===== src/mpw_pkg.sv =====
// Shared constants for the motor PWM control and interrupt block.
package mpw_pkg;
  localparam int CNT_W = 16;
  localparam logic [31:0] ADDR_CTRL1 = 32'h40004028;
  localparam logic [31:0] ADDR_CTRL2 = 32'h4000402C;
  localparam logic [31:0] ADDR_STAT = 32'h40004030;
  localparam logic [31:0] ADDR_IEN = 32'h40004034;
  localparam logic [31:0] ADDR_CNT = 32'h40004038;
  localparam logic [31:0] ADDR_ICLR = 32'h40004050;
  localparam logic [2:0] IDX_CTRL1 = 3'h0;
  localparam logic [2:0] IDX_CTRL2 = 3'h1;
  localparam logic [2:0] IDX_STAT = 3'h2;
  localparam logic [2:0] IDX_IEN = 3'h3;
  localparam logic [2:0] IDX_CNT = 3'h4;
  localparam logic [2:0] IDX_ICLR = 3'h5;
  localparam logic [2:0] IDX_NONE = 3'h7;
  localparam int CR1_INTV_BIT = 15;
  localparam int CR1_MODE_LO = 12;
  localparam int CR1_N_LO = 8;
  localparam int CR1_RUN_BIT = 7;
  localparam int CR1_HALT_BIT = 0;
  localparam logic [15:0] CR1_WMASK = 16'hB781;
  localparam logic [15:0] CR1_RST = 16'h0000;
  localparam logic [7:0] CR2_RST = 8'h00;
  localparam logic [7:0] IEN_RST = 8'h00;
  localparam logic [7:0] FLAG_RST = 8'h00;
  localparam logic [2:0] ICNT_RST = 3'h0;
  localparam int SR_DOWN_BIT = 15;
  localparam int SR_ICNT_LO = 12;
  localparam int FLAG_PRD = 7;
  localparam int FLAG_BOT = 6;
  localparam logic [1:0] MODE_UP = 2'h0;
  localparam logic [1:0] MODE_DOWN = 2'h1;
  localparam logic [1:0] MODE_BOTH = 2'h2;
  localparam logic [1:0] RESP_OKAY = 2'h0;
  localparam logic [1:0] RESP_SLVERR = 2'h2;
endpackage


===== src/mpw_cnt_if.sv =====
// Signals between the register block and the PWM counter.
`timescale 1ns/100ps
interface mpw_cnt_if;
  logic run;
  logic halt;
  logic up_down;
  logic [15:0] period;
  logic [15:0] count;
  logic down;
  logic top_hit;
  logic bottom_hit;
  logic advance;
  modport ctl(output run, halt, up_down, period,
              input count, down, top_hit, bottom_hit, advance);
  modport cnt(input run, halt, up_down, period,
              output count, down, top_hit, bottom_hit, advance);
endinterface


===== src/mpw_ctrl.sv =====
// Control, status, interrupt and counter readback of a motor PWM unit.
//
// Behaviour
// RQ1: With interval mode set, the period flag is raised only on every Nth period match.
// RQ2: The event-select field picks up events (0), down events in up-down counting (1) or all (2).
// RQ3: The interval target field, 0 to 7, means the first through the eighth period match.
// RQ4: Halt freezes the counter without clearing it and the outputs hold their levels.
// RQ5: The counter advances only while the run enable is set; clearing it stops the PWM.
// RQ6: Every interrupt source is masked by its own enable bit.
// RQ7: Status bit 15 shows the count direction, 1 while counting down.
// RQ8: Status bits 14 to 12 hold the running count of period matches in interval mode.
// RQ9: Status bit 7 is set by a period interrupt event.
// RQ10: Status bit 6 is set by a bottom interrupt event.
// RQ11: Status bits 5 to 0 are set by the six duty compare matches, U high first.
// RQ12: Writing 1 to a flag clears it and writing 0 leaves it alone.
// RQ13: The enable register has one enable per flag in the same bit order.
// RQ14: The counter register reads the live 16-bit count and ignores writes.
// RQ15: The interrupt output is high while any flag is set together with its enable.
// RQ16: Software keeps the period above 0x0010 and every duty compare nonzero.
`timescale 1ns/100ps
module mpw_ctrl
(
  input wire logic i_sys_clk,
  input wire logic i_resetn,
  input wire logic [31:0] i_s_axi_awaddr,
  input wire logic i_s_axi_awvalid,
  output logic o_s_axi_awready,
  input wire logic [31:0] i_s_axi_wdata,
  input wire logic [3:0] i_s_axi_wstrb,
  input wire logic i_s_axi_wvalid,
  output logic o_s_axi_wready,
  output logic [1:0] o_s_axi_bresp,
  output logic o_s_axi_bvalid,
  input wire logic i_s_axi_bready,
  input wire logic [31:0] i_s_axi_araddr,
  input wire logic i_s_axi_arvalid,
  output logic o_s_axi_arready,
  output logic [31:0] o_s_axi_rdata,
  output logic [1:0] o_s_axi_rresp,
  output logic o_s_axi_rvalid,
  input wire logic i_s_axi_rready,
  input wire logic i_up_down_counting,
  input wire logic [mpw_pkg::CNT_W-1:0] i_period,
  input wire logic [5:0] i_duty_match,
  output logic [7:0] o_ctrl_two,
  output logic o_pwm_advance,
  output logic o_irq
);
  import mpw_pkg::*;

  mpw_cnt_if cb();

  // Bus channel state and the captured write beat.
  logic awready_ff;
  logic wready_ff;
  logic [31:0] awaddr_ff;
  logic [31:0] wdata_ff;
  logic [3:0] wstrb_ff;
  logic bvalid_ff;
  logic [1:0] bresp_ff;
  logic arready_ff;
  logic rvalid_ff;
  logic [31:0] rdata_ff;
  logic [1:0] rresp_ff;

  // Software-visible register contents.
  logic [15:0] ctrl1_ff;
  logic [7:0] ctrl2_ff;
  logic [7:0] ien_ff;
  logic [7:0] flags_ff;

  // Next-state values of the flag and interval registers, the interval count and the interrupt register.
  logic [7:0] nxt_flags;
  logic [2:0] icnt_ff;
  logic [2:0] nxt_icnt;
  logic irq_ff;

  // Write decode and event selection.
  logic wr_go;
  logic [2:0] wr_idx;
  logic [7:0] clr_bits;
  logic [7:0] set_bits;
  logic [1:0] mode;
  logic allow_up;
  logic allow_dn;
  logic prd_ev;
  logic prd_set;
  logic bot_set;
  logic duty_ok;

  // Maps a byte address to a register index, or none when unmapped.
  function automatic logic [2:0] reg_index(input logic [31:0] addr);
    logic [2:0] idx;
    idx = IDX_NONE;
    // Addresses are compared whole, so a misaligned or foreign address stays unmapped.
    if (addr == ADDR_CTRL1)
      idx = IDX_CTRL1;
    else if (addr == ADDR_CTRL2)
      idx = IDX_CTRL2;
    else if (addr == ADDR_STAT)
      idx = IDX_STAT;
    else if (addr == ADDR_IEN)
      idx = IDX_IEN;
    else if (addr == ADDR_CNT)
      idx = IDX_CNT;
    else if (addr == ADDR_ICLR)
      idx = IDX_ICLR;
    return idx;
  endfunction

  // Merges the two low byte lanes of a write into an old 16-bit value.
  function automatic logic [15:0] lane_merge(input logic [15:0] old_v,
                                             input logic [31:0] data,
                                             input logic [3:0] strb);
    logic [15:0] res;
    res = old_v;
    if (strb[0])
      res[7:0] = data[7:0];
    if (strb[1])
      res[15:8] = data[15:8];
    return res;
  endfunction

  // Control fields handed to the counter.
  assign cb.run = ctrl1_ff[CR1_RUN_BIT];
  assign cb.halt = ctrl1_ff[CR1_HALT_BIT];
  assign cb.up_down = i_up_down_counting;
  assign cb.period = i_period;

  mpw_counter u_cnt
  (
    .i_sys_clk(i_sys_clk),
    .i_resetn(i_resetn),
    .cb(cb)
  );

  // Bus outputs come straight from their flip-flops.
  assign o_s_axi_awready = awready_ff;
  assign o_s_axi_wready = wready_ff;
  assign o_s_axi_bvalid = bvalid_ff;
  assign o_s_axi_bresp = bresp_ff;
  assign o_s_axi_arready = arready_ff;
  assign o_s_axi_rvalid = rvalid_ff;
  assign o_s_axi_rdata = rdata_ff;
  assign o_s_axi_rresp = rresp_ff;
  assign o_ctrl_two = ctrl2_ff;
  assign o_pwm_advance = cb.advance; // [RQ4]
  assign o_irq = irq_ff;

  // A write is carried out once both address and data are held.
  // Waiting for bvalid to drop keeps a second write behind the pending response.
  assign wr_go = ~awready_ff & ~wready_ff & ~bvalid_ff;
  assign wr_idx = reg_index(awaddr_ff);

  // Write address channel: hold one address until the write is done.
  always_ff @(posedge i_sys_clk or negedge i_resetn)
  begin
    if (!i_resetn)
    begin
      awready_ff <= 1'b1;
      awaddr_ff <= 32'h00000000;
    end
    else if (awready_ff && i_s_axi_awvalid)
    begin
      awready_ff <= 1'b0;
      awaddr_ff <= i_s_axi_awaddr;
    end
    else if (wr_go)
    begin
      awready_ff <= 1'b1;
    end
  end

  // Write data channel: hold one data beat until the write is done.
  always_ff @(posedge i_sys_clk or negedge i_resetn)
  begin
    if (!i_resetn)
    begin
      wready_ff <= 1'b1;
      wdata_ff <= 32'h00000000;
      wstrb_ff <= 4'h0;
    end
    else if (wready_ff && i_s_axi_wvalid)
    begin
      wready_ff <= 1'b0;
      wdata_ff <= i_s_axi_wdata;
      wstrb_ff <= i_s_axi_wstrb;
    end
    else if (wr_go)
    begin
      wready_ff <= 1'b1;
    end
  end

  // Write response; unmapped addresses answer with a slave error.
  always_ff @(posedge i_sys_clk or negedge i_resetn)
  begin
    if (!i_resetn)
    begin
      bvalid_ff <= 1'b0;
      bresp_ff <= RESP_OKAY;
    end
    else if (wr_go)
    begin
      bvalid_ff <= 1'b1;
      bresp_ff <= (wr_idx == IDX_NONE) ? RESP_SLVERR : RESP_OKAY;
    end
    else if (bvalid_ff && i_s_axi_bready)
    begin
      bvalid_ff <= 1'b0;
    end
  end

  // Control register one keeps only its defined bits.
  always_ff @(posedge i_sys_clk or negedge i_resetn)
  begin
    if (!i_resetn)
      ctrl1_ff <= CR1_RST;
    else if (wr_go && wr_idx == IDX_CTRL1)
      ctrl1_ff <= lane_merge(ctrl1_ff, wdata_ff, wstrb_ff) & CR1_WMASK;
  end

  // Control register two is plain storage for the rest of the unit.
  always_ff @(posedge i_sys_clk or negedge i_resetn)
  begin
    if (!i_resetn)
      ctrl2_ff <= CR2_RST;
    else if (wr_go && wr_idx == IDX_CTRL2 && wstrb_ff[0])
      ctrl2_ff <= wdata_ff[7:0];
  end

  // Interrupt enables share the flag layout.
  always_ff @(posedge i_sys_clk or negedge i_resetn)
  begin
    if (!i_resetn)
      ien_ff <= IEN_RST;
    else if (wr_go && wr_idx == IDX_IEN && wstrb_ff[0])
      ien_ff <= wdata_ff[7:0]; // [RQ13]
  end

  // Event selection by mode and count direction.
  assign mode = ctrl1_ff[CR1_MODE_LO +: 2];
  assign allow_up = (mode == MODE_UP) | (mode == MODE_BOTH); // [RQ2]
  assign allow_dn = ((mode == MODE_DOWN) & i_up_down_counting) | (mode == MODE_BOTH); // [RQ2]
  assign prd_ev = cb.top_hit & allow_up;
  assign bot_set = cb.bottom_hit & allow_dn; // [RQ10]
  assign duty_ok = (~cb.down & allow_up) | (cb.down & allow_dn);

  // Interval counting of period matches; target 0..7 is the 1st..8th.
  always_comb
  begin
    nxt_icnt = icnt_ff;
    prd_set = prd_ev; // [RQ9]
    // Outside interval mode every allowed period match sets the flag.
    if (!ctrl1_ff[CR1_INTV_BIT])
    begin
      nxt_icnt = ICNT_RST;
    end
    else if (prd_ev)
    begin
      prd_set = (icnt_ff == ctrl1_ff[CR1_N_LO +: 3]); // [RQ1] [RQ3]
      nxt_icnt = prd_set ? ICNT_RST : icnt_ff + 3'h1; // [RQ8]
    end
  end

  // Interval count register; it rests at zero outside interval mode.
  always_ff @(posedge i_sys_clk or negedge i_resetn)
  begin
    if (!i_resetn)
      icnt_ff <= ICNT_RST;
    else
      icnt_ff <= nxt_icnt; // [RQ8]
  end

  // Flag sets and write-one clears; a set in the clear cycle survives.
  assign set_bits = {prd_set, bot_set, i_duty_match & {6{duty_ok}}}; // [RQ11]

  always_comb
  begin
    clr_bits = 8'h00;
    if (wr_go && wstrb_ff[0] && (wr_idx == IDX_STAT || wr_idx == IDX_ICLR))
      clr_bits = wdata_ff[7:0]; // [RQ12]
    nxt_flags = (flags_ff & ~clr_bits) | set_bits; // [RQ12]
  end

  // Flag register, cleared only by reset or by a write of ones.
  always_ff @(posedge i_sys_clk or negedge i_resetn)
  begin
    if (!i_resetn)
      flags_ff <= FLAG_RST;
    else
      flags_ff <= nxt_flags;
  end

  // Level interrupt while an enabled flag is set.
  // The output lags the flags by one cycle so that it comes from a flip-flop.
  always_ff @(posedge i_sys_clk or negedge i_resetn)
  begin
    if (!i_resetn)
      irq_ff <= 1'b0;
    else
      irq_ff <= |(flags_ff & ien_ff); // [RQ6] [RQ15]
  end

  // Read channel: one read at a time, data registered one cycle later.
  always_ff @(posedge i_sys_clk or negedge i_resetn)
  begin
    if (!i_resetn)
    begin
      arready_ff <= 1'b1;
      rvalid_ff <= 1'b0;
      rdata_ff <= 32'h00000000;
      rresp_ff <= RESP_OKAY;
    end
    else if (arready_ff && i_s_axi_arvalid)
    begin
      arready_ff <= 1'b0;
      rvalid_ff <= 1'b1;
      rresp_ff <= RESP_OKAY;
      rdata_ff <= 32'h00000000;
      // Bits outside a register's width read as zero.
      case (reg_index(i_s_axi_araddr))
        IDX_CTRL1: rdata_ff[15:0] <= ctrl1_ff;
        IDX_CTRL2: rdata_ff[7:0] <= ctrl2_ff;
        IDX_STAT:
        begin
          rdata_ff[SR_DOWN_BIT] <= cb.down; // [RQ7]
          rdata_ff[SR_ICNT_LO +: 3] <= icnt_ff; // [RQ8]
          rdata_ff[7:0] <= flags_ff;
        end
        IDX_IEN: rdata_ff[7:0] <= ien_ff;
        IDX_CNT: rdata_ff[15:0] <= cb.count; // [RQ14]
        IDX_ICLR: rdata_ff <= 32'h00000000;
        default: rresp_ff <= RESP_SLVERR;
      endcase
    end
    else if (rvalid_ff && i_s_axi_rready)
    begin
      rvalid_ff <= 1'b0;
      arready_ff <= 1'b1;
    end
  end
endmodule


===== src/mpw_counter.sv =====
// PWM counter with halt, enable, up and up-down counting.
`timescale 1ns/100ps
module mpw_counter
(
  input wire logic i_sys_clk,
  input wire logic i_resetn,
  mpw_cnt_if.cnt cb
);
  import mpw_pkg::*;
  logic [CNT_W-1:0] count_ff;
  logic down_ff;
  logic top_ff;
  logic bot_ff;
  logic adv_ff;
  logic step;
  logic at_top;

  // The counter moves only when enabled and not halted.
  assign step = cb.run & ~cb.halt;
  assign at_top = (count_ff >= cb.period);
  assign cb.count = count_ff;
  assign cb.down = down_ff;
  assign cb.top_hit = top_ff;
  assign cb.bottom_hit = bot_ff;
  assign cb.advance = adv_ff;

  // Count and direction; disable clears, halt freezes in place.
  always_ff @(posedge i_sys_clk or negedge i_resetn)
  begin
    if (!i_resetn)
    begin
      count_ff <= '0;
      down_ff <= 1'b0;
    end
    else if (!cb.run)
    begin
      count_ff <= '0; // [RQ5]
      down_ff <= 1'b0;
    end
    else if (step) // [RQ4]
    begin
      if (!cb.up_down || !down_ff)
      begin
        if (at_top)
        begin
          count_ff <= cb.up_down ? count_ff - 16'h0001 : '0;
          down_ff <= cb.up_down;
        end
        else
        begin
          count_ff <= count_ff + 16'h0001;
          down_ff <= 1'b0;
        end
      end
      else if (count_ff == '0)
      begin
        count_ff <= count_ff + 16'h0001;
        down_ff <= 1'b0;
      end
      else
      begin
        count_ff <= count_ff - 16'h0001;
      end
    end
  end

  // One-cycle strobes at the period match and at the bottom.
  always_ff @(posedge i_sys_clk or negedge i_resetn)
  begin
    if (!i_resetn)
    begin
      top_ff <= 1'b0;
      bot_ff <= 1'b0;
      adv_ff <= 1'b0;
    end
    else
    begin
      top_ff <= step & at_top & (~cb.up_down | ~down_ff);
      bot_ff <= step & (count_ff == '0) & (~cb.up_down | down_ff);
      adv_ff <= step; // [RQ5]
    end
  end
endmodule


===== config.mk =====
export PLATFORM = sky130hd
export DESIGN_NAME = mpw_ctrl
export DESIGN_NICKNAME = d
export VERILOG_FILES = /design/src/mpw_pkg.sv /design/src/mpw_cnt_if.sv /design/src/mpw_ctrl.sv /design/src/mpw_counter.sv
export SDC_FILE = /design/constraint.sdc
export NUM_CORES = 1
export LEC_CHECK = 0
export BUFFER_PORTS_ARGS = -buffer_cell sky130_fd_sc_hd__buf_2
export CAP_MARGIN = 20
export CORE_MARGIN = 2
export CORE_UTILIZATION = 50
export DETAILED_ROUTE_END_ITERATION = 10
export PLACE_DENSITY_LB_ADDON = 0.25
export REMOVE_ABC_BUFFERS = 1
export SYNTH_ARGS = -nofsm -noshare
export SYNTH_HDL_FRONTEND = slang
export SYNTH_HIERARCHICAL = 1
export SYNTH_SLANG_ARGS = --single-unit

===== constraint.sdc =====
create_clock -name i_sys_clk -period 6.1 [get_ports i_sys_clk]
set_input_delay 1.83 -clock i_sys_clk [delete_from_list [all_inputs] [get_ports i_sys_clk]]
set_output_delay 1.83 -clock i_sys_clk [all_outputs]
set_load 0.005 [all_outputs]

== Word level (Yosys, flattened, before mapping) ==
Cells that the tools add are included.
Cells by class
  $add $sub $neg: 3
  magnitude comparators: 1
  equality and inequality tests: 28
  mux-type cells: 44
  bitwise operators: 28
  reductions and logical operators: 29
Operators by type and width (number)
  == test 32 x 31 -> 1 bit, second input constant: 12
  two-way mux 16 bit: 6
  case mux 8 bit (5 select lines): 1
  two-way mux 3 bit: 12
  adder 16 x 1 -> 16 bit, second input constant: 1
  AND 8 bit: 2
  greater-or-equal comparator 16 bit: 1
  zero test 16 bit: 1
  two-way mux 1 bit: 16
  subtractor 16 x 1 -> 16 bit, second input constant: 1
  AND 1 bit: 12
  == test 3 x 2 -> 1 bit, second input constant: 4
  == test 3 bit, second input constant: 4
  logical AND 1 bit: 12
  two-way mux 2 bit: 6
  case mux 4 bit (3 select lines): 1
  two-way mux 8 bit: 1
  NOT 8 bit: 1
  bitwise OR 8 bit: 1
  case mux 4 bit (2 select lines): 1
  nonzero test 2 bit: 4
  OR reduction 8 bit: 1
  AND 6 bit: 1
  == test 3 x 1 -> 1 bit, second input constant: 2
  other kinds (14): 29
Storage, ports and cells
  flip-flop bits (word level): 131
  bits of input ports: 130
  output and inout bits: 51
  word-level logic and storage cells: 156

== Logic depth before layout (Yosys ltp) ==
Gate-level depths: netlist of run 1.
  word-level depth: 14
  mapped depth: 10
  mapped depth without buffers: 8

== By module ==
Netlist of run 1, hierarchy kept.
By module, submodules not included
  mpw_ctrl: instances 1, cells an instance 449, area each 5260.0 sq um, sequential area each 2681.3 sq um
  mpw_counter: instances 1, cells an instance 289, area each 2293.4 sq um, sequential area each 500.5 sq um

== Worst setup path after synthesis of run 1 ==
No wires, ideal clock.
  path type: input-to-reg
  start point: input i_period[13] in the netlist's numbering
  end point: register u_cnt.count_ff[12], in the netlist u_cnt/cb.count[12]
  setup time: 0.129 ns
  arrival: 3.678 ns
  data required time: 5.971 ns
  setup slack: 2.294 ns
  stages: 9
  buffers on the path: 1
  cell sequence: inv_1 ha_1 a211oi_2 nor2_1 or4_4 nor3_2 buf_6 a2bb2oi_1 o21ai_0
Between the ends
  word-level cells in the longest chain between the ends: 5
RTL lines
  start, declared: line mpw_ctrl.sv:43  | input wire logic [mpw_pkg::CNT_W-1:0] i_period,
  greater-or-equal comparator 16 bit: line mpw_counter.sv:20  | assign at_top = (count_ff >= cb.period);
  two-way mux 16 bit: line mpw_counter.sv:44  | if (at_top)
  two-way mux 16 bit: line mpw_counter.sv:42  | if (!cb.up_down || !down_ff)
  two-way mux 16 bit: line mpw_counter.sv:40  | else if (step)
  two-way mux 16 bit: line mpw_counter.sv:35  | else if (!cb.run)
  end signal, assigned: line mpw_counter.sv:46  | count_ff <= cb.up_down ? count_ff - 16'h0001 : '0;
  end signal, assigned: line mpw_counter.sv:51  | count_ff <= count_ff + 16'h0001;
  end signal, assigned: line mpw_counter.sv:57  | count_ff <= count_ff + 16'h0001;
  end, declared: line mpw_counter.sv:10  | logic [CNT_W-1:0] count_ff;
Every way passes these cells. The select of a mux whose other input is x is not followed.
A chain may end at the register's enable or synchronous reset.

== Worst setup path after layout of run 1 ==
  start point: input i_period[13] in the netlist's numbering
  end point: register u_cnt.count_ff[5], in the netlist u_cnt/cb.count[5]
Same word-level chain as after synthesis.

==> key figures, run 1 <==
Timing
  • Slew Limit Fails: 0
  • Relative slew slack: a little under a third
  • Post-route clock skew: between 6 and 7 ps
  • Post-layout minimum cycle time: between 3000 and 4000 ps
  • RSZ-0062 raised after global routing: false
  • Tightest Pin Transition: slightly above 1000 ps
  • Finish-stage setup viols: 0
  • Final setup margin: 2410 ps
  • Hold WS: roughly 470 ps
  • Fmax: 271 MHz
  • Final Hold Viols: 0
  • Tcrit/Tclk final: 60.5%
  • Setup TNS: 0 ps

Yosys
  • Avg Inst Size Synth: a little over 10 µm²
  • Synth unique cells: 78
  • EDFF count, synth: 0
  • Largest cells by area after synthesis: dfrtp_1 41%, mux2_2 11%, ha_1 3.3%, inv_1 2.7%, nor3_1 2.5%
  • Fraction of registers with async set/reset: 100%
  • Share of Yosys cell area claimed by the top area cell type: between 40% and 50%
  • Post-synthesis register bit count: around 130
  • Cell taking the most area after synthesis: dfrtp_1
  • Register area share after synthesis: roughly 42%
  • Synthesized area: about 7600 µm²
  • Syn Inst Count: 738
  • Ys Warns: 6
  • Top_reg_cell synth: dfrtp_1

Global routing
  • Initial antenna violation count: 1
  • First-pass GRT wire length: 30200 µm
  • Largest net degree at the start of global routing: 51
  • Remaining global-route overflow: 0
  • GR Util All Layers: 23.5%
  • Vias in the first global route: roughly 5900

Clocking
  • H-tree levels: 4
  • Clk sinks: 127
  • Resized cells post-CTS: 0
  • CTS Hold Bufs: 0
  • Num CTS Buffers: 17
  • Max Root-Sink Buffers: 2
  • Skew-Pair Late Insertion Delay: about 420 ps
  • Post-CTS setup buffer count: 0
  • TritonCTS clock tree: done
  • CTS clk-pin slew, worst paths: 60 ps
  • Root buffer cell: clkbuf_16

Layout
  • Post-layout instance count excluding filler cells: between 1000 and 1500
  • Fraction of layout cells with a size suffix above 1: 32.2%
  • Final #Nets: a little over 1000
  • Most common cell after layout, fill and taps aside: buf_2
  • Commonest non-fill, non-tap cells in the layout: 141 x buf_2, 124 x dfrtp_1, 75 x mux2_2
  • Ant. Diodes: 0
  • Core Util, Final: 60.8%
  • Area grow syn2layout: 17.8%

Place
  • Port bufs: approximately 140
  • Placed cells: 1030
  • GPL Wtd Cong: 0.933
  • Dpl hpwl: 13500 µm
  • Pre-CTS setup slack: 1600 ps

Detailed routing
  • Post-DRT Antenna Nets: 0
  • Starting DRT DRC Count: 485
  • Vias per inst: 5.82
  • Routed wire per std cell: about 18 µm
  • Drt drc: 0
  • DRT Wirelength: 18600 µm
  • Total iterations of the first detailed-routing run: 5
  • Routed via count: approximately 6200

Floorplan
  • Core area: ~15000 µm²
  • Std cell rows: 44
  • Starting Density: between 50% and 60%
  • # IOs: 181
  • Die Width: around 130 µm
  • Die area: between 15000 and 20000 µm²
  • Die Ht: ~130 µm

Power
  • Switching Share: roughly 28%
  • Clock power share: a little under two fifths
  • PD cells: about 300 nW/µm²
  • Leakage: 3.96 nW
  • Power share of the sequential group: between 40% and 50%
  • Worst vdd ir: 345 µV
  • Combinational Power Share: roughly 17%
  • Switching power: 0.737 mW
  • P_int: 1.90 mW

Setup path
  • Kind of critical path: in2reg
  • Crit path max fanout: 9
  • FF-to-FF setup slack: approximately 3200 ps
  • Arr. time, crit path: about 4000 ps
  • Crit end category: register
  • Worst endpoint required time: ~6400 ps
  • Critical path launch point type: input port

Flow run
  • Max Cap Violations: 0

Status
  • Outcome: finished, final reports clean

Hold path
  • Worst hold path type: reg2reg
==> layer usage <==
metal	track usage, %	up-vias	part of all wire [%]
li1	-	2929	-
met1	32.0	2955	45
met2	36.4	261	45
met3	6.96	37	8.0
met4	7.24	2	2.0
met5	0	-	0.070
==> registers in the layout, summed over array words and instances (netlist names), 8 cells and up <==
register and flops:
o_s_axi_rdata 16, o_ctrl_two 8, ien_ff 8, u_cnt/cb.count 16, awaddr_ff 32, wdata_ff 14, ctrl1_ff 8, flags_ff 8
==> per-stage QoR <==
step                cell area [µm²]  power [mW]
finish                         8900        2.64
global route                   8900        2.77
CTS                            8890        2.66
detailed placement             8310        1.65
global placement               8310        1.63
floorplan                      7330        1.49
==> worst max-delay path, cell delays in order <==
cell and delay [ps]:
buf_2 70, inv_1 30, ha_1 300, nand4_1 160
or3_4 430, or3_4 430, a31oi_4 380, a31oi_1 190
o211ai_1 200
==> kinds of logic after synthesis <==
logic type               Yosys count  synth area share [%]
AO/OA/AOI/OAI                    127                  12.4
XOR/XNOR                          27                  3.13
adder cells (fa/ha/maj)           20                  3.31
buffers and inverters            110                  6.51
flip-flops                       127                  42.1
multiplexers                      84                  12.4
other                              1                0.0496
AND/OR/NAND/NOR                  242                  20.1
==> power groups by stage <==
| stage | clock (mW) | combinational [mW] | sequential (mW) |
|---|---|---|---|
| 6_report | 1.01 | 0.440 | 1.19 |
| 5_1_grt | 1.06 | 0.490 | 1.22 |
| 4_1_cts | 1.02 | 0.447 | 1.19 |
| 3_5_place_dp | 0 | 0.444 | 1.21 |
| 3_3_place_gp | 0 | 0.430 | 1.20 |
| 2_1_floorplan | 0 | 0.328 | 1.16 |
==> synth_stat cells (3+ instances only) <==
master / count
inv_1: 54
nand2b_1: 5
a31oi_1: 9
and4_1: 5
mux2i_1: 9
or4_1: 5
ha_1: 20
nand3_1: 23
nor2_1: 28
o21ai_0: 28
dfrtp_1: 124
nand4b_1: 3
nor4_1: 11
nand4_1: 14
dfstp_2: 3
mux2_2: 75
nor4b_1: 4
nor4_4: 7
buf_1: 8
nor3_1: 37
a2111oi_0: 4
a21o_1: 3
nand3b_1: 5
a221oi_1: 7
xor2_1: 9
a21oi_1: 18
o211ai_1: 9
buf_4: 18
a211oi_1: 7
nor3_2: 3
xnor2_1: 18
or3_1: 3
nor2b_1: 11
and3_1: 5
a221o_1: 7
a22oi_1: 8
clkbuf_1: 25
o221ai_1: 6
nor3b_1: 4
nand2_1: 49
buf_2: 3
==> worst paths after layout <==
check                             startpoint                  to  cells after the start
max                             i_period[13]   u_cnt/cb.count[5]                      9
min                         o_s_axi_rdata[9]    o_s_axi_rdata[9]                      2
max reg2reg                u_cnt/cb.count[0]  u_cnt/cb.count[13]                      8
min reg2reg                 o_s_axi_rdata[9]    o_s_axi_rdata[9]                      2
max in group asynchronous           i_resetn       awaddr_ff[14]                      2
min in group asynchronous           i_resetn    o_s_axi_rdata[5]                      1
==> area by class of cell <==
cell class	count	area [µm²]
Clock buffer	20	447
Clock inverter	12	138
Multi-Input combinational cell	518	3940
Timing Repair Buffer	147	754
Tap cell	184	230
Sequential cell	127	3180
Inverter	55	206
Fill cell	1257	5740
Note: power is estimated with default switching activity, not from simulation.
==> run 2: changes to the inputs <==
Settings changed: CORE_UTILIZATION 50 to 49.
Clock period 6.1 ns to 3.1 ns, I/O delays scaled along.
==> key figures, run 2 (synthesis gave the netlist of run 1 again) <==
Floorplan
  • Core area: ~15000 µm²
  • Die Width: roughly 130 µm
  • Die area: approximately 16000 µm²
  • Std cell rows: 45
  • # IOs: around 180
  • Starting Density: approximately half
  • Die Ht: between 100 and 150 µm

Clocking
  • TritonCTS clock tree: done
  • Post-CTS setup buffer count: 0
  • CTS clk-pin slew, worst paths: 50 ps
  • CTS Hold Bufs: 0
  • Max Root-Sink Buffers: 2
  • Root buffer cell: clkbuf_16
  • Skew-Pair Late Insertion Delay: about 420 ps
  • Num CTS Buffers: 17
  • H-tree levels: 4
  • Clk sinks: around 130
  • Resized cells post-CTS: 0

Power
  • Worst vdd ir: approximately 540 µV
  • PD cells: 577 nW/µm²
  • Leakage: between 4 and 5 nW

Layout
  • Post-layout instance count excluding filler cells: roughly 1100
  • Commonest non-fill, non-tap cells in the layout: 141 x buf_2, 124 x dfrtp_1, 75 x mux2_2
  • Max reg flops: 32
  • Layout Cell Area excl Fill: slightly above 9000 µm²
  • Area grow syn2layout: 21.7%
  • Final #Nets: approximately 1000
  • Most flop-heavy register: awaddr_ff
  • Fraction of layout cells with a size suffix above 1: approximately 34%
  • Most common cell after layout, fill and taps aside: buf_2
  • Ant. Diodes: 0

Setup path
  • CP Cell Sequence: buf_2 > inv_1 > ha_1 > nand4_1 > or3_4 > nor3_1 > nor3_2 > buf_4 > buf_4 > a221oi_1 > o21ai_0
  • Worst endpoint required time: 3390 ps
  • Crit path launch: i_period[13]
  • Arr. time, crit path: about 3100 ps
  • Top cell by count, worst path: buf_4
  • Critical path's slowest cell: or3_4
  • Crit end category: register
  • Crit path max fanout: 7
  • Critical path buffers and inverters: 4
  • Critical path launch point type: input port
  • Kind of critical path: in2reg
  • Slowest Stage Delay on Critical Path: 430 ps
  • FF-to-FF Start: u_cnt/cb.count[0]
  • Crit path max-delay family: simple AND/OR/NAND/NOR gates

Detailed routing
  • Starting DRT DRC Count: 542
  • Vias per inst: around 5.7
  • Routed via count: ~6300
  • Post-DRT Antenna Nets: 0
  • Routed wire per std cell: between 15 and 20 µm
  • Total iterations of the first detailed-routing run: 6
  • Drt drc: 0
  • DRT Wirelength: between 15000 and 20000 µm

Global routing
  • Initial antenna violation count: 2
  • Remaining global-route overflow: 0
  • M3 GR Usage: ~7.9%
  • Met1 Use GR: 31.7%
  • First-pass GRT wire length: 31200 µm
  • Grt peak-use layer: met2
  • Met2 usage: between 30% and 40%
  • Largest net degree at the start of global routing: 78
  • Vias in the first global route: approximately 6000
  • GR Util All Layers: between 20% and 30%

Place
  • Port bufs: roughly 140
  • Placed instance area: roughly 8600 µm²
  • Pre-CTS setup slack: -104 ps
  • Dpl hpwl: about 14000 µm
  • GPL Wtd Cong: approximately 0.92
  • Placed cells: roughly 1100

Timing
  • Fmax: between 300 and 400 MHz
  • Post-route clock skew: 7.53 ps
  • Slew Limit Fails: 0
  • Final setup margin: ~330 ps
  • Tcrit/Tclk final: roughly nine tenths
  • Setup TNS: 0 ps
  • Post-layout minimum cycle time: about 2800 ps
  • Finish-stage setup viols: 0
  • Relative slew slack: between 40 and 50%
  • RSZ-0062 raised after global routing: false
  • Tightest Pin Transition: 805 ps
  • Final Hold Viols: 0
  • Hold WS: about 410 ps

Hold path
  • Worst hold path type: in2async

Status
  • Outcome: finished, final reports clean

Flow run
  • Max Cap Violations: 0
## run 2: cell count changes in the layout (fill, tap and decap cells not counted), sizes merged
cell / before / now
clkbuf: 20 / 21
clkinvlp: 2 / 1
buf: 147 / 178
bufinv: 2 / 4
inv: 57 / 55
## run 2: path summary, 6_finish.rpt
path | endpoint | slack [ps] | cells past startpoint
setup reg to reg | u_cnt/cb.count[13] | 410 | 10
hold reg to reg | o_s_axi_rdata[15] | 470 | 2
max in group asynchronous | u_cnt/cb.count[15] | 1960 | 2
hold / removal | o_s_axi_rdata[4] | 410 | 1
setup / recovery | u_cnt/cb.count[10] | 330 | 11
min in group i_sys_clk | o_s_axi_rdata[15] | 470 | 2
## run 2: area by class of cell
class,count,area (µm²)
inverters,55,206
clock inverters,11,165
well taps,188,235
repair buffers,178,1010
multi-input cells,518,3940
clock buffers,21,450
fillers,1306,5950
flip-flops and latches,127,3180
## run 2: stage by stage
| step | power [mW] | utilization [%] |
|---|---|---|
| 2_1_floorplan | 2.93 | - |
| 3_3_place_gp | 3.21 | 56.6 |
| 3_5_place_dp | 3.25 | 56.6 |
| 4_1_cts | 5.35 | 60.7 |
| 5_1_grt | 5.57 | 60.7 |
| 6_report | 5.31 | 60.7 |
## run 2: worst reg2reg max path, cell delays in order (launching register included)
cell	delay, ps
dfrtp_1	380
inv_1	170
ha_1	260
nand2b_1	140
a2111oi_0	480
buf_4	200
or3_4	140
a31oi_4	90
buf_4	180
a221o_2	340
a22o_1	190
## run 2: power breakdown
part / switching (mW) / leakage (nW) / internal [mW]
combinational: 0.361 / 2.23 / 0.512
sequential: 0.322 / 1.62 / 2.02
clock: 0.724 / 0.301 / 1.36
total: 1.41 / 4.15 / 3.90
## run 2: metal layers
layer | routed length, µm | vias to the layer above
met2 | 8840 | 284
met4 | 336 | 2
met5 | 13 | -
met1 | 8440 | 2984
met3 | 1780 | 37
li1 | - | 2991
==> run 3: changes to the inputs <==
Settings changed: ABC_AREA set to 1, CORE_UTILIZATION 49 to 45.
==> key figures, run 3 <==
Timing
  • RSZ-0062 raised after global routing: false
  • Setup TNS: 0 ps
  • Post-layout minimum cycle time: roughly 2300 ps
  • Tightest Pin Transition: 743 ps
  • Post-route clock skew: roughly 7.6 ps
  • Final Hold Viols: 0
  • Relative slew slack: roughly half
  • Fmax: 439 MHz
  • Finish-stage setup viols: 0
  • Hold WS: ~470 ps
  • Slew Limit Fails: 0
  • Tcrit/Tclk final: about three quarters

Setup path
  • Critical path launch point type: register
  • FF-to-FF setup slack: between 800 and 900 ps
  • Crit path launch: u_cnt/cb.count[0]
  • Crit end category: register
  • Crit path max fanout: 15
  • Worst endpoint required time: approximately 3400 ps
  • Arr. time, crit path: about 2600 ps
  • CP endpoint: u_cnt/cb.count[9]
  • R2r endpoint: u_cnt/cb.count[9]
  • Kind of critical path: reg2reg
  • FF-to-FF path depth: 15
  • FF-to-FF Start: u_cnt/cb.count[0]

Detailed routing
  • Total iterations of the first detailed-routing run: 6
  • Routed wire per std cell: approximately 14 µm
  • Routed via count: 7086
  • Starting DRT DRC Count: 470
  • Vias per inst: about 5
  • Drt drc: 0
  • Post-DRT Antenna Nets: 0
  • DRT Wirelength: a little under 20000 µm

Global routing
  • Largest net degree at the start of global routing: 47
  • Remaining global-route overflow: 0
  • First-pass GRT wire length: 32500 µm
  • Initial antenna violation count: 2
  • Vias in the first global route: 6654
  • GR Util All Layers: 22.5%

Layout
  • Most flop-heavy register: awaddr_ff
  • Area grow syn2layout: 18.5%
  • Final #Nets: 1334
  • Most common cell after layout, fill and taps aside: nand2_1
  • Max reg flops: 32
  • Fillers: 1673
  • Post-layout instance count excluding filler cells: approximately 1400
  • Fraction of layout cells with a size suffix above 1: 22.4%
  • Commonest non-fill, non-tap cells in the layout: 337 x nand2_1, 141 x buf_2, 124 x dfrtp_1

Clocking
  • Clk sinks: between 100 and 150
  • Post-CTS setup buffer count: 0
  • H-tree levels: 4
  • Root buffer cell: clkbuf_16
  • CTS Hold Bufs: 0
  • Resized cells post-CTS: 0
  • Skew-Pair Late Insertion Delay: between 400 and 500 ps
  • Num CTS Buffers: 17
  • TritonCTS clock tree: done
  • Max Root-Sink Buffers: 2
  • CTS clk-pin slew, worst paths: 60 ps

Flow run
  • Max Cap Violations: 0

Place
  • GPL Wtd Cong: between 0.9 and 1
  • Port bufs: around 140
  • Placed cells: around 1400
  • Dpl hpwl: ~15000 µm

Floorplan
  • # IOs: 181
  • Die Ht: roughly 140 µm
  • Starting Density: a little under half
  • Core area: between 15000 and 20000 µm²
  • Std cell rows: 48
  • Die Width: approximately 140 µm
  • Die area: ~18000 µm²

Yosys
  • Share of Yosys cell area claimed by the top area cell type: between 30 and 40%
  • Ys Warns: 6
  • Top_reg_cell synth: dfrtp_1
  • Synthesized area: 7830 µm²
  • Synth unique cells: 50
  • Most instantiated cells after synthesis: 337 x nand2_1, 124 x dfrtp_1, 107 x nor2_1
  • Largest cells by area after synthesis: dfrtp_1 40%, nand2_1 16%, nor2_1 5.1%, nand3_1 4.7%, inv_1 4.4%
  • Count leader, synth: nand2_1
  • EDFF count, synth: 0
  • Cell taking the most area after synthesis: dfrtp_1
  • Register area share after synthesis: about 40%
  • Fraction of registers with async set/reset: 100%
  • Syn Inst Count: between 1000 and 1500
  • Post-synthesis register bit count: roughly 130
  • Avg Inst Size Synth: 7.54 µm²

Power
  • Tot Pwr: between 5 and 6 mW
  • Leakage: 4.95 nW
  • Worst vdd ir: ~430 µV
  • PD cells: ~550 nW/µm²

Hold path
  • Worst hold path type: reg2reg

Status
  • Outcome: finished, final reports clean
-- run 3: cell families (layout without fill, tap and decap cells) --
kind of cell               after synthesis  count (layout)  synth area share [%]
other                                    1              19                0.0479
xor gates and xnor gates                21              21                  2.54
adders and majority gates               20              20                  3.20
muxes                                   24              24                  3.45
AOI/OAI and AO/OA                      107             107                  7.43
DFF                                    127             127                  40.6
and+or+nand+nor                        589             589                  33.8
buffers and inverters                  149             291                  8.88
-- run 3: per-stage QoR --
stage / worst slack (ps) / instance area (µm²) / utilization, %
6_report: 823 / 9280 / 54.1
5_1_grt: 668 / 9280 / 54.0
4_1_cts: 824 / 9280 / 54.0
3_5_place_dp: 415 / 8710 / 50.7
3_3_place_gp: 433 / 8710 / 50.7
2_1_floorplan: 738 / 7580 / -
-- run 3: critical path: stages, from the launching register on --
cell	delay (ps)
dfrtp_1	460
inv_1	360
ha_1	310
nand2_1	60
nor2_1	40
nor2_1	70
nand2_1	70
nand2_1	60
nand2_1	70
nand2_2	90
buf_4	220
nand3_1	100
nand2_1	70
nand2_1	50
nand2_1	70
o21ai_1	60
-- run 3: final cells by class --
type	count	area, µm²	area share (%)
diodes	1	2.50	0.0270
well taps	225	282	3.03
clock inverters	13	138	1.48
flip-flops and latches	127	3180	34.3
multi-input cells	779	4020	43.3
clock buffers	19	433	4.66
repair buffers	159	853	9.19
inverters	100	377	4.06
-- run 3: layer usage --
layer	vias to the layer above	routed length [µm]	GRT usage [%]
li1	3601	-	-
met1	3206	8680	29.2
met2	247	9280	36.3
met3	30	1550	6.00
met4	2	333	7.81
met5	-	8	0
-- run 3: how the worst min path moves through the flow --
| stage | from | to | cells after the start |
|---|---|---|---|
| after floorplan | u_cnt/cb.bottom_hit | flags_ff[6] | 2 |
| after global placement | o_s_axi_rdata[13] | o_s_axi_rdata[13] | 2 |
| after detailed placement | o_s_axi_rdata[5] | o_s_axi_rdata[5] | 2 |
| after CTS | o_s_axi_rdata[10] | o_s_axi_rdata[10] | 2 |
| after global routing | o_s_axi_rdata[10] | o_s_axi_rdata[10] | 2 |
| final | o_s_axi_rdata[15] | o_s_axi_rdata[15] | 2 |
-- run 3: power by group --
group / internal, mW / switching [mW]
sequential: 2.02 / 0.191
combinational: 0.404 / 0.545
clock: 1.18 / 0.756
total: 3.61 / 1.49
